## config.mk

```make
export PLATFORM = sky130hd
export DESIGN_NAME = pic_top
export DESIGN_NICKNAME = d
export VERILOG_FILES = /design/src/rtl/pic_pkg.sv /design/src/rtl/pic_top.sv
export SDC_FILE = /design/constraint.sdc
export NUM_CORES = 1
export LEC_CHECK = 0
export BUFFER_PORTS_ARGS = -buffer_cell sky130_fd_sc_hd__buf_2
export CAP_MARGIN = 10
export CORE_AREA = 3 3 82 84
export CTS_CLUSTER_DIAMETER = 100
export DETAILED_ROUTE_END_ITERATION = 10
export DIE_AREA = 0 0 85 87
export MAX_ROUTING_LAYER = met4
export PLACE_DENSITY = 0.9
export SLEW_MARGIN = 40
export SYNTH_ARGS = -nofsm -noshare
export SYNTH_HDL_FRONTEND = slang
export SYNTH_SLANG_ARGS = --single-unit
export TNS_END_PERCENT = 20
```

## constraint.sdc

```tcl
create_clock -name core_clk -period 4.55 [get_ports core_clk]
set_clock_uncertainty 0.2 [all_clocks]
set_input_delay 0.2275 -clock core_clk [delete_from_list [all_inputs] [get_ports core_clk]]
set_output_delay 0.2275 -clock core_clk [all_outputs]
set_load 0.02 [all_outputs]
```

## src/rtl/pic_pkg.sv

```systemverilog
package pic_pkg;
	// ==========================================================
	// register map, byte addresses
	localparam logic [31:0] CFG_P15_ADDR  = 32'h400440a0;
	localparam logic [31:0] CFG_P3_ADDR   = 32'h400440a4;
	// ==========================================================
	// field positions and widths
	localparam int PULL_LSB = 3;
	localparam int HYST_BIT   = 5;
	localparam int INVERT_BIT = 6;
	localparam int RSV_LSB    = 7;
	localparam int PODRN_BIT  = 10;
	localparam int SMOD_LSB = 11;
	localparam int CDIV_LSB = 13;
	// ==========================================================
	// reset values and encodings
	localparam logic [2:0] RSV_VAL    = 3'h1;
	localparam logic       HYST_RST   = 1'h1;
	localparam logic [1:0] SMOD_BYP   = 2'h0;
	localparam logic [2:0] CDIV_RSVD  = 3'h7;
	localparam int         NUM_DIVCLK = 7;
	localparam int         NUM_PINS   = 2;
	localparam logic [1:0] PULL_NONE  = 2'h0;
	localparam logic [1:0] PULL_DOWN  = 2'h1;
	localparam logic [1:0] PULL_UP    = 2'h2;
	localparam logic [1:0] PULL_RPT   = 2'h3;

	// per pin configuration fields
	typedef struct packed {
		logic [2:0] clk_div;
		logic [1:0] s_mode;
		logic       pod_en;
		logic       invert;
		logic       hyst;
		logic [1:0] pull;
	} pic_cfg_t;

	// pad control bundle sent towards one pad
	typedef struct packed {
		logic pull_up;
		logic pull_down;
		logic repeater;
		logic hyst_en;
	} pic_pad_t;
endpackage : pic_pkg

```

## src/rtl/pic_top.sv

```systemverilog
// The plain strobed port was chosen for this implementation.
`timescale 1ns/1ps
// Functional notes
// RQ1: bits 4:3 pick pull mode none, down, up or repeater; reset from nvm.
// RQ2: bit 6 set inverts the pin level seen inside; resets to zero.
// RQ3: bit 10 enables emulated open-drain output drive; resets to zero.
// RQ4: filter mode 0 in bits 12:11 bypasses the filter and is the reset.
// RQ5: filter mode 1 rejects pulses shorter than one sample clock.
// RQ6: filter mode 2 rejects pulses shorter than two sample clocks.
// RQ7: filter mode 3 rejects pulses shorter than three sample clocks.
// RQ8: bits 15:13 choose one of seven divided sample clocks; reset 0.
// RQ9: software must never write the reserved clock select value 7.
// RQ10: filtered output moves only after the new level held N samples.
// RQ11: bits 2:0 and 31:16 read zero, 9:7 read 001, reserved writes ignored.
module pic_top
(
	input  wire logic                     core_clk,
	input  wire logic                     rst_n,
	input  wire logic [31:0]              reg_addr,
	input  wire logic [31:0]              reg_wdata,
	input  wire logic                     reg_wr,
	input  wire logic                     reg_rd,
	output logic      [31:0]              reg_rdata,
	input  wire logic [1:0]               nvm_pull_p15,
	input  wire logic [1:0]               nvm_pull_p3,
	input  wire logic [6:0]               filter_divclk,
	input  wire logic [1:0]               pad_in,
	input  wire logic [1:0]               core_out,
	input  wire logic [1:0]               core_oe,
	output logic      [1:0]               pad_out,
	output logic      [1:0]               pad_oe_n,
	output logic      [1:0]               core_in,
	output pic_pkg::pic_pad_t [1:0]       pad_ctrl
);
	// ==========================================================
	// configuration registers
	pic_pkg::pic_cfg_t [1:0] cfg_r;
	logic                    init_r;
	logic [1:0]              sel;

	// address decode shared by write and read paths
	function automatic logic [1:0] dec(input logic [31:0] a);
		dec = {a == pic_pkg::CFG_P3_ADDR, a == pic_pkg::CFG_P15_ADDR};
	endfunction : dec

	function automatic logic [31:0] pack(input pic_pkg::pic_cfg_t c);
		logic [31:0] w;
		w = 32'h0; // see RQ11
		w[pic_pkg::PULL_LSB +: 2] = c.pull;
		w[pic_pkg::HYST_BIT]      = c.hyst;
		w[pic_pkg::INVERT_BIT]    = c.invert;
		w[pic_pkg::RSV_LSB +: 3]  = pic_pkg::RSV_VAL; // see RQ11
		w[pic_pkg::PODRN_BIT]     = c.pod_en;
		w[pic_pkg::SMOD_LSB +: 2] = c.s_mode;
		w[pic_pkg::CDIV_LSB +: 3] = c.clk_div;
		pack = w;
	endfunction : pack

	assign sel = dec(reg_addr);

	// reset loads constants; the nvm pull value is caught one edge later
	// because a synchronous reset must not copy a port into a flop
	always_ff @(posedge core_clk)
	begin
		if (!rst_n)
		begin
			init_r <= 1'b1;
			for (int i = 0; i < pic_pkg::NUM_PINS; i++)
			begin
				cfg_r[i].pull    <= pic_pkg::PULL_NONE;
				cfg_r[i].hyst    <= pic_pkg::HYST_RST;
				cfg_r[i].invert  <= 1'b0; // see RQ2
				cfg_r[i].pod_en  <= 1'b0; // see RQ3
				cfg_r[i].s_mode  <= pic_pkg::SMOD_BYP; // see RQ4
				cfg_r[i].clk_div <= 3'h0; // see RQ8
			end
		end
		else
		begin
			init_r <= 1'b0;
			if (init_r)
			begin
				cfg_r[0].pull <= nvm_pull_p15; // see RQ1
				cfg_r[1].pull <= nvm_pull_p3;
			end
			for (int i = 0; i < pic_pkg::NUM_PINS; i++)
			begin
				if (reg_wr && sel[i])
				begin
					// reserved bits are simply not stored, see RQ11
					cfg_r[i].pull    <= reg_wdata[pic_pkg::PULL_LSB +: 2];
					cfg_r[i].hyst    <= reg_wdata[pic_pkg::HYST_BIT];
					cfg_r[i].invert  <= reg_wdata[pic_pkg::INVERT_BIT];
					cfg_r[i].pod_en  <= reg_wdata[pic_pkg::PODRN_BIT];
					cfg_r[i].s_mode  <= reg_wdata[pic_pkg::SMOD_LSB +: 2];
					cfg_r[i].clk_div <= reg_wdata[pic_pkg::CDIV_LSB +: 3];
				end
			end
		end
	end

	// read data valid the cycle after the strobe; unmapped reads zero
	always_ff @(posedge core_clk)
	begin
		if (!rst_n)
			reg_rdata <= 32'h0;
		else if (reg_rd && sel[0])
			reg_rdata <= pack(cfg_r[0]);
		else if (reg_rd && sel[1])
			reg_rdata <= pack(cfg_r[1]);
		else
			reg_rdata <= 32'h0;
	end

	// ==========================================================
	// pad controls
	always_ff @(posedge core_clk)
	begin
		if (!rst_n)
			pad_ctrl <= '0;
		else
			for (int i = 0; i < pic_pkg::NUM_PINS; i++)
			begin
				pad_ctrl[i].pull_up   <= cfg_r[i].pull == pic_pkg::PULL_UP;
				pad_ctrl[i].pull_down <= cfg_r[i].pull == pic_pkg::PULL_DOWN;
				pad_ctrl[i].repeater  <= cfg_r[i].pull == pic_pkg::PULL_RPT; // see RQ1
				pad_ctrl[i].hyst_en   <= cfg_r[i].hyst;
			end
	end

	// pseudo open-drain: only low is actively driven, a high releases the
	// pad; the push-pull driver is reused so the pad is not truly
	// open-drain and never tolerates a level above its own supply
	always_ff @(posedge core_clk)
	begin
		if (!rst_n)
		begin
			pad_out  <= 2'h0;
			pad_oe_n <= 2'h3;
		end
		else
			for (int i = 0; i < pic_pkg::NUM_PINS; i++)
			begin
				if (cfg_r[i].pod_en)
				begin
					pad_out[i]  <= 1'b0; // see RQ3
					pad_oe_n[i] <= !(core_oe[i] && !core_out[i]);
				end
				else
				begin
					pad_out[i]  <= core_out[i];
					pad_oe_n[i] <= !core_oe[i];
				end
			end
	end

	// ==========================================================
	// input synchronisers, inversion and glitch filter
	logic [1:0] pin_s1_r, pin_s2_r, pclk_d_r;
	logic [1:0] filt_r, tick;
	logic [1:0] cnt_r [2];
	logic [6:0] dclk_s1_r, dclk_s2_r;

	// two flops on every asynchronous input before use
	always_ff @(posedge core_clk)
	begin
		if (!rst_n)
		begin
			pin_s1_r  <= 2'h0;
			pin_s2_r  <= 2'h0;
			dclk_s1_r <= 7'h0;
			dclk_s2_r <= 7'h0;
		end
		else
		begin
			pin_s1_r  <= pad_in;
			pin_s2_r  <= pin_s1_r;
			dclk_s1_r <= filter_divclk;
			dclk_s2_r <= dclk_s1_r;
		end
	end

	// select the sample clock and find its rising edges; 7 is unused
	always_ff @(posedge core_clk)
	begin
		if (!rst_n)
			pclk_d_r <= 2'h0;
		else
			for (int i = 0; i < pic_pkg::NUM_PINS; i++)
				pclk_d_r[i] <= (cfg_r[i].clk_div == pic_pkg::CDIV_RSVD) ?
					1'b0 : dclk_s2_r[cfg_r[i].clk_div]; // see RQ8, RQ9
	end

	// a tick is a rising edge of the chosen synchronised sample clock
	always_comb
	begin
		for (int i = 0; i < pic_pkg::NUM_PINS; i++)
			tick[i] = (cfg_r[i].clk_div != pic_pkg::CDIV_RSVD) &&
				dclk_s2_r[cfg_r[i].clk_div] && !pclk_d_r[i];
	end

	// counter of consecutive samples at the new level; any sample at the
	// old level restarts it, so short pulses reach the output only in bypass mode 0
	always_ff @(posedge core_clk)
	begin
		if (!rst_n)
		begin
			filt_r <= 2'h0;
			cnt_r  <= '{2'h0, 2'h0};
		end
		else
			for (int i = 0; i < pic_pkg::NUM_PINS; i++)
			begin
				if (cfg_r[i].s_mode == pic_pkg::SMOD_BYP)
				begin
					filt_r[i] <= pin_s2_r[i]; // see RQ4
					cnt_r[i]  <= 2'h0;
				end
				else if (pin_s2_r[i] == filt_r[i])
					cnt_r[i] <= 2'h0; // see RQ10
				else if (tick[i])
				begin
					if (cnt_r[i] + 2'h1 >= cfg_r[i].s_mode)
					begin
						filt_r[i] <= pin_s2_r[i]; // see RQ5, RQ6, RQ7
						cnt_r[i]  <= 2'h0;
					end
					else
						cnt_r[i] <= cnt_r[i] + 2'h1;
				end
			end
	end

	// inversion applied after filtering, towards the peripherals
	always_ff @(posedge core_clk)
	begin
		if (!rst_n)
			core_in <= 2'h0;
		else
			for (int i = 0; i < pic_pkg::NUM_PINS; i++)
				core_in[i] <= filt_r[i] ^ cfg_r[i].invert; // see RQ2
	end

	// ==========================================================
	// checks
	chk_invert_path: assert property (@(posedge core_clk) // see RQ2
		disable iff (!rst_n)
		core_in[0] == ($past(filt_r[0]) ^ $past(cfg_r[0].invert)))
		else $error("inversion mismatch");
	chk_invert_p3: assert property (@(posedge core_clk) // see RQ2
		disable iff (!rst_n)
		core_in[1] == ($past(filt_r[1]) ^ $past(cfg_r[1].invert)))
		else $error("inversion mismatch on second pin");
	chk_pod_high: assert property (@(posedge core_clk) disable iff (!rst_n)
		$past(cfg_r[0].pod_en) |-> pad_out[0] == 1'b0) // see RQ3
		else $error("pseudo drain drives high");
	chk_pod_release: assert property (@(posedge core_clk) // see RQ3
		disable iff (!rst_n)
		$past(cfg_r[1].pod_en) |-> pad_oe_n[1] ==
		!($past(core_oe[1]) && !$past(core_out[1])))
		else $error("pseudo drain enable wrong");
	chk_nvm_load: assert property (@(posedge core_clk) // see RQ1
		disable iff (!rst_n)
		init_r |=> cfg_r[0].pull == $past(nvm_pull_p15) ||
		$past(reg_wr && sel[0]))
		else $error("nonvolatile pull not loaded");
	chk_bypass: assert property (@(posedge core_clk) disable iff (!rst_n)
		cfg_r[0].s_mode == 2'h0 |=> filt_r[0] == $past(pin_s2_r[0])) // see RQ4
		else $error("bypass not transparent");
	chk_no_tick: assert property (@(posedge core_clk) disable iff (!rst_n)
		(cfg_r[0].s_mode != 2'h0 && !tick[0] && $stable(cfg_r[0].s_mode))
		|=> $stable(filt_r[0])) // see RQ10
		else $error("filter moved without sample");
	chk_mode1: assert property (@(posedge core_clk) disable iff (!rst_n)
		(cfg_r[0].s_mode == 2'h1 && tick[0] && pin_s2_r[0] != filt_r[0])
		|=> filt_r[0] == $past(pin_s2_r[0])) // see RQ5
		else $error("mode 1 missed change");
	chk_mode3: assert property (@(posedge core_clk) disable iff (!rst_n)
		(cfg_r[0].s_mode == 2'h3 && tick[0] && cnt_r[0] == 2'h0 &&
		pin_s2_r[0] != filt_r[0]) |=> $stable(filt_r[0])) // see RQ7
		else $error("long mode took one sample");
	chk_rsvd_read: assert property (@(posedge core_clk) // see RQ11
		disable iff (!rst_n)
		$past(reg_rd) |-> reg_rdata[2:0] == 3'h0 && reg_rdata[31:16] == 16'h0)
		else $error("reserved bits nonzero");
	chk_rsvd_one: assert property (@(posedge core_clk) disable iff (!rst_n)
		$past(reg_rd && sel[1]) |-> reg_rdata[9:7] == 3'h1) // see RQ11
		else $error("reserved 9:7 wrong");
	chk_write_cfg: assert property (@(posedge core_clk) // see RQ1, RQ8
		disable iff (!rst_n)
		(reg_wr && sel[0] && !init_r) |=> cfg_r[0].clk_div ==
		$past(reg_wdata[15:13]) && cfg_r[0].pull == $past(reg_wdata[4:3]))
		else $error("write lost");
	cov_pod: cover property (@(posedge core_clk)
		cfg_r[0].pod_en && !pad_oe_n[0]);
	cov_filt2: cover property (@(posedge core_clk)
		cfg_r[0].s_mode == 2'h2 && $changed(filt_r[0]));
	cov_filt3: cover property (@(posedge core_clk)
		cfg_r[0].s_mode == 2'h3 && $changed(filt_r[0]));
	cov_invert: cover property (@(posedge core_clk)
		cfg_r[0].invert && core_in[0]);
endmodule : pic_top

```

Word-level counts from Yosys, hierarchy flattened
Cells that the tools add are included.
Word-level totals
  input bits: 85
  logic and storage cells: 120
  output and inout port bits: 46
  bits in registers: 93
Operators by class
  bitwise logic cells: 3
  multiplexer cells: 23
  $add $sub $neg: 2
  reduce and logical (&&, ||, !) cells: 35
  $lt $le $gt $ge: 4
  eq/ne operators: 16
Operator list (number)
  32-bit by 31-bit == test with 1-bit output (second input constant): 2
  16-bit 2-to-1 mux: 2
  1-bit 2-to-1 mux: 13
  2-bit 2-to-1 mux: 6
  2-bit nonzero test: 6
  1-bit logical AND: 10
  2-bit OR reduction: 5
  2-bit == test (second input constant): 4
  1-bit logical NOT: 8
  3-bit by 4-bit < comparator with 1-bit output (second input constant): 2
  1-bit binary-select mux with 3-bit select: 2
  3-bit == test (second input constant): 2
  3-bit inequality test (second input constant): 2
  3-bit AND reduction: 2
  3-bit OR reduction: 2
  2-bit by 1-bit adder with 2-bit output (second input constant): 2
  2-bit by 1-bit == test with 1-bit output (second input constant): 2
  2-bit >= comparator: 2
  2-bit logical NOT: 2
  2-bit inequality test (second input constant): 2
  1-bit == test: 2
  1-bit bitwise XOR: 2
  1-bit inverter: 1

Longest topological paths before layout
  depth after elaboration: 7
  mapped depth: 5
  depth with buffers taken out: 5

Least setup slack after synthesis
Ideal clock, no wire load.
  path type: input port to flip-flop
  start point: input reg_addr[8]
  end point: register cfg_r[2] (netlist name)
  data arrival time: 1.505 ns
  setup time: 0.123 ns
  data required time: 4.227 ns
  path slack: 2.721 ns
  cell stages on the path: 5
  cells stage by stage: nor4_1 -> nand4_1 -> nor4b_2 -> buf_4 -> mux2_1
On the way
  cells in the longest elaborated chain, start to end: 2
RTL lines
  from (decl): RTL line pic_top.sv:19  | input wire logic [31:0] reg_addr,
  32-bit by 31-bit == test with 1-bit output: RTL line pic_top.sv:43  | dec = {a == pic_pkg::CFG_P3_ADDR, a == pic_pkg::CFG_P15_ADDR};
  1-bit logical AND: RTL line pic_top.sv:88  | if (reg_wr && sel[i])
  to (decl): RTL line pic_top.sv:37  | pic_pkg::pic_cfg_t [1:0] cfg_r;
No other way between the ends.
A chain may end at the register's enable or synchronous reset.

Final worst setup path
  start point: input reg_addr[15]
  end point: register cfg_r[12] (netlist name)
Same word-level chain as after synthesis.

==> results_dict.tcl <==
set metrics [dict create \
    worst_setup_path_end_kind "flop" \
    layout.nets 514 \
    setup-tns-final_ns 0 \
    cts_buffers 9 \
    power_share_of_the_combinational_group 0.086 \
    netlist_instances 313 \
    clkTransAtPathRegs_ns 0.07 \
    gr-usage-met1 0.205 \
    timing.hold.worst.class "in2reg" \
    grt_busiest_layer "met2" \
    outcome "finished clean" \
    clock-sinks 72 \
    power_density_nw_per_um2 334 \
    grt_first_pass_wirelength_um 11000 \
    critical_path.endpoint "cfg_r[12]" \
    placed_cell_area_um2 3490 \
    globalRouteTotalUtil 0.194 \
    worst_r2r_endpoint "filt_r[0]" \
    reg2reg_slack_ns 2.65 \
    maximum_capacitance_violations 0 \
    peakVddDrop_v 0.000187 \
    crit_fanout 10 \
    critical-path-slowest-cell "sky130_fd_sc_hd__nor3_4" \
    type_of_element_launching_the_critical_path "primary input" \
    tritoncts "done" \
    synth_top_area_cell "sky130_fd_sc_hd__dfxtp_1" \
    switching_power_summed_over_all_nets_w 0.000297 \
    timing.setup.critical_path_class "in2reg" \
    final-setup-viol-count 0 \
    post-route-min-period_ns 2.06 \
    fp.dieH_um 87 \
    hpwlAfterDp_um 4840 \
    synth_edf_count 0 \
    p_leak_nw 1.79 \
    gpl.final_weighted_congestion 0.848 \
    seq_power_share 0.495 \
    first_global_vias 2500 \
    synth_top_area_share 0.470 \
    launching_instance_or_port_of_the_critical_path "reg_addr[15]" \
    cts_max_level 3 \
    slew_at_the_pin_with_the_worst_max_slew_slack_ns 0.687 \
    cts_buffer_depth 2 \
    synth.yosys.warnings 0 \
    holdCritStartpoint "reg_wdata[4]" \
    initial_utilization 0.512 \
    ff2ff_path_depth 4 \
    io_buffer_count 87 \
    clkLatencyLatePin_ns 0.34 \
    synth_area_leaders "sky130_fd_sc_hd__dfxtp_1 47%, sky130_fd_sc_hd__mux2i_1 9.8%, sky130_fd_sc_hd__buf_4 5.6%" \
    cts_repair_resize_count 0 \
    design_area_um2 3950 \
    share_of_total_power_consumed_by_net_switching 0.225 \
    synth_seq_area_share 0.470 \
    internal-power_w 0.00102 \
    layout_worst_path_cycle_share 0.452 \
    io-pin-count 131 \
    worst_slew_margin_rel 0.541 \
    clockPowerShare 0.420 \
    finalMaxSlewViolations 0 \
    synth_flop_cell "sky130_fd_sc_hd__dfxtp_1" \
    wire_per_inst_um 13.4 \
    drt_pass_1_iters 4 \
    via_per_inst 4.94 \
    cpPeakStageDelay_ns 0.67 \
    route.vias.total 2497 \
    initialDrtViolationCount 168 \
    core_area_um2 5990 \
    grt-ovfl-total 0 \
    rows 28 \
    worst-endpoint-required_ns 4.58 \
    timing.critical_path.arrival_ns 2.09 \
    fmax_mhz 486 \
    synthToLayoutAreaGrowth_pct 28.8 \
    buffers_inserted_during_post_cts_setup_optimization 0 \
    rr_startpoint "cfg_r[7]" \
    antenna_cells 0 \
    fp.dieArea_um2 7400 \
    post_synth.cell_area_avg_um2 9.80 \
    final-hold-violation-count 0 \
    async_reset_ff_frac 0 \
    synth_cell_type_count 41 \
    drc 0 \
    die_width_um 85 \
    rsz_0062_raised_after_global_routing "no" \
    fraction_of_final_layout_cells_sized_beyond_drive_strength_1 0.277 \
    cts_root_buffer "sky130_fd_sc_hd__clkbuf_8" \
    nFillCells 485 \
    initial_antenna_violation_count 0 \
    design_power_total_w 0.00132 \
    utilization 0.659 \
    crit_chain "buf_2 -> nor4bb_1 -> nand4_1 -> nor3_4 -> mux2_2" \
    maximum_number_of_pins_on_one_net_before_global_route_repair 71 \
    drt-total-wl_um 6780 \
    post_cts_hold_buffer_count 24 \
    met3_usage 0.0549 \
    ys_ff_latch 72 \
    grt_util_met2 0.345 \
    route.antenna.remaining_nets 0 \
    syn_area_um2 3070 \
]
## final cells by class
class / count / area, um2 / share of cell area
Clock inverter: 5 / 78.8 / 0.0200
Sequential cell: 72 / 1440 / 0.365
Inverter: 4 / 15.0 / 0.00380
Multi-Input combinational cell: 226 / 1490 / 0.378
Clock buffer: 11 / 141 / 0.0358
Tap cell: 75 / 93.8 / 0.0238
Timing Repair Buffer: 112 / 686 / 0.174
## worst min-delay path by stage
stage	to	slack [ns]	cells after the start
floorplan	pad_oe_n[0]	0.11	1
global placement	dclk_s2_r[4]	0.22	1
detailed placement	dclk_s2_r[3]	0.22	1
CTS	cfg_r[1]	0.004	3
global route	cfg_r[2]	0.01	3
finish	cfg_r[1]	0.01	3
## flip-flops by register name, summed over array words and instances (netlist names), 4 cells and up
name	cells
dclk_s2_r	7
dclk_s1_r	7
pad_ctrl	8
cfg_r	20
cnt_r	4
reg_rdata	11
## cells in the mapped netlist (4+ instances only)
| cell type | count |
|---|---|
| sky130_fd_sc_hd__dfxtp_1 | 72 |
| sky130_fd_sc_hd__nand2_1 | 38 |
| sky130_fd_sc_hd__mux2i_1 | 30 |
| sky130_fd_sc_hd__buf_4 | 23 |
| sky130_fd_sc_hd__and2_1 | 22 |
| sky130_fd_sc_hd__nor2_1 | 19 |
| sky130_fd_sc_hd__nand2b_1 | 10 |
| sky130_fd_sc_hd__mux2_2 | 9 |
| sky130_fd_sc_hd__and3_1 | 8 |
| sky130_fd_sc_hd__clkbuf_1 | 7 |
| sky130_fd_sc_hd__nand3_1 | 7 |
| sky130_fd_sc_hd__a21boi_0 | 4 |
| sky130_fd_sc_hd__ha_1 | 4 |
| sky130_fd_sc_hd__inv_1 | 4 |
| sky130_fd_sc_hd__nand4_1 | 4 |
| sky130_fd_sc_hd__o21ai_0 | 4 |
| sky130_fd_sc_hd__xor2_1 | 4 |
## layout by cell type, fill, tap and decap left out, types with 7 or more instances in the layout
cell / n
sky130_fd_sc_hd__and2_1: 22
sky130_fd_sc_hd__nor2_1: 19
sky130_fd_sc_hd__nand3_1: 7
sky130_fd_sc_hd__mux2i_1: 30
sky130_fd_sc_hd__and3_1: 8
sky130_fd_sc_hd__buf_2: 86
sky130_fd_sc_hd__dfxtp_1: 72
sky130_fd_sc_hd__nand2b_1: 10
sky130_fd_sc_hd__mux2_2: 9
sky130_fd_sc_hd__conb_1: 21
sky130_fd_sc_hd__nand2_1: 38
sky130_fd_sc_hd__dlygate4sd3_1: 24
sky130_fd_sc_hd__clkbuf_8: 10
## worst max-delay path, delay by kind of cell
family | cells | cell delay [ns]
mux | 1 | 0.41
buf+inv | 1 | 0.09
simple gates | 3 | 1.36
## routing by layer
metal  part of all wire  routed length, um
met5                  0                  0
met4             0.0090                 61
met3              0.075                508
met2               0.52               3550
met1               0.39               2650
## per-stage QoR
step / hold slack (ns) / std cells / setup WS (ns)
after floorplan: 0.114 / 333 / 2.72
after global placement: 0.216 / 465 / 1.97
after detailed placement: 0.219 / 465 / 2.10
after CTS: 0.00421 / 505 / 2.47
after global routing: 0.0105 / 505 / 2.30
final: 0.0129 / 505 / 2.49
## cell families after synthesis
logic type / count (synthesis) / synth area share
buf+inv: 35 / 0.0714
flops: 72 / 0.470
xor+xnor: 6 / 0.0171
compound gates: 26 / 0.0620
fa+ha+maj: 4 / 0.0163
mux: 40 / 0.135
simple gates: 129 / 0.228
other cells: 1 / 0.00122
## power by group through the flow
stage | registers [W] | logic (W) | clock network, W
2_1_floorplan | 0.000672 | 0.0000660 | 0
4_1_cts | 0.000654 | 0.000113 | 0.000563
5_1_grt | 0.000655 | 0.000124 | 0.000594
6_report | 0.000654 | 0.000113 | 0.000554
3_3_place_gp | 0.000667 | 0.0000940 | 0
3_5_place_dp | 0.000668 | 0.0000967 | 0
(Power assumes the default switching activity.)
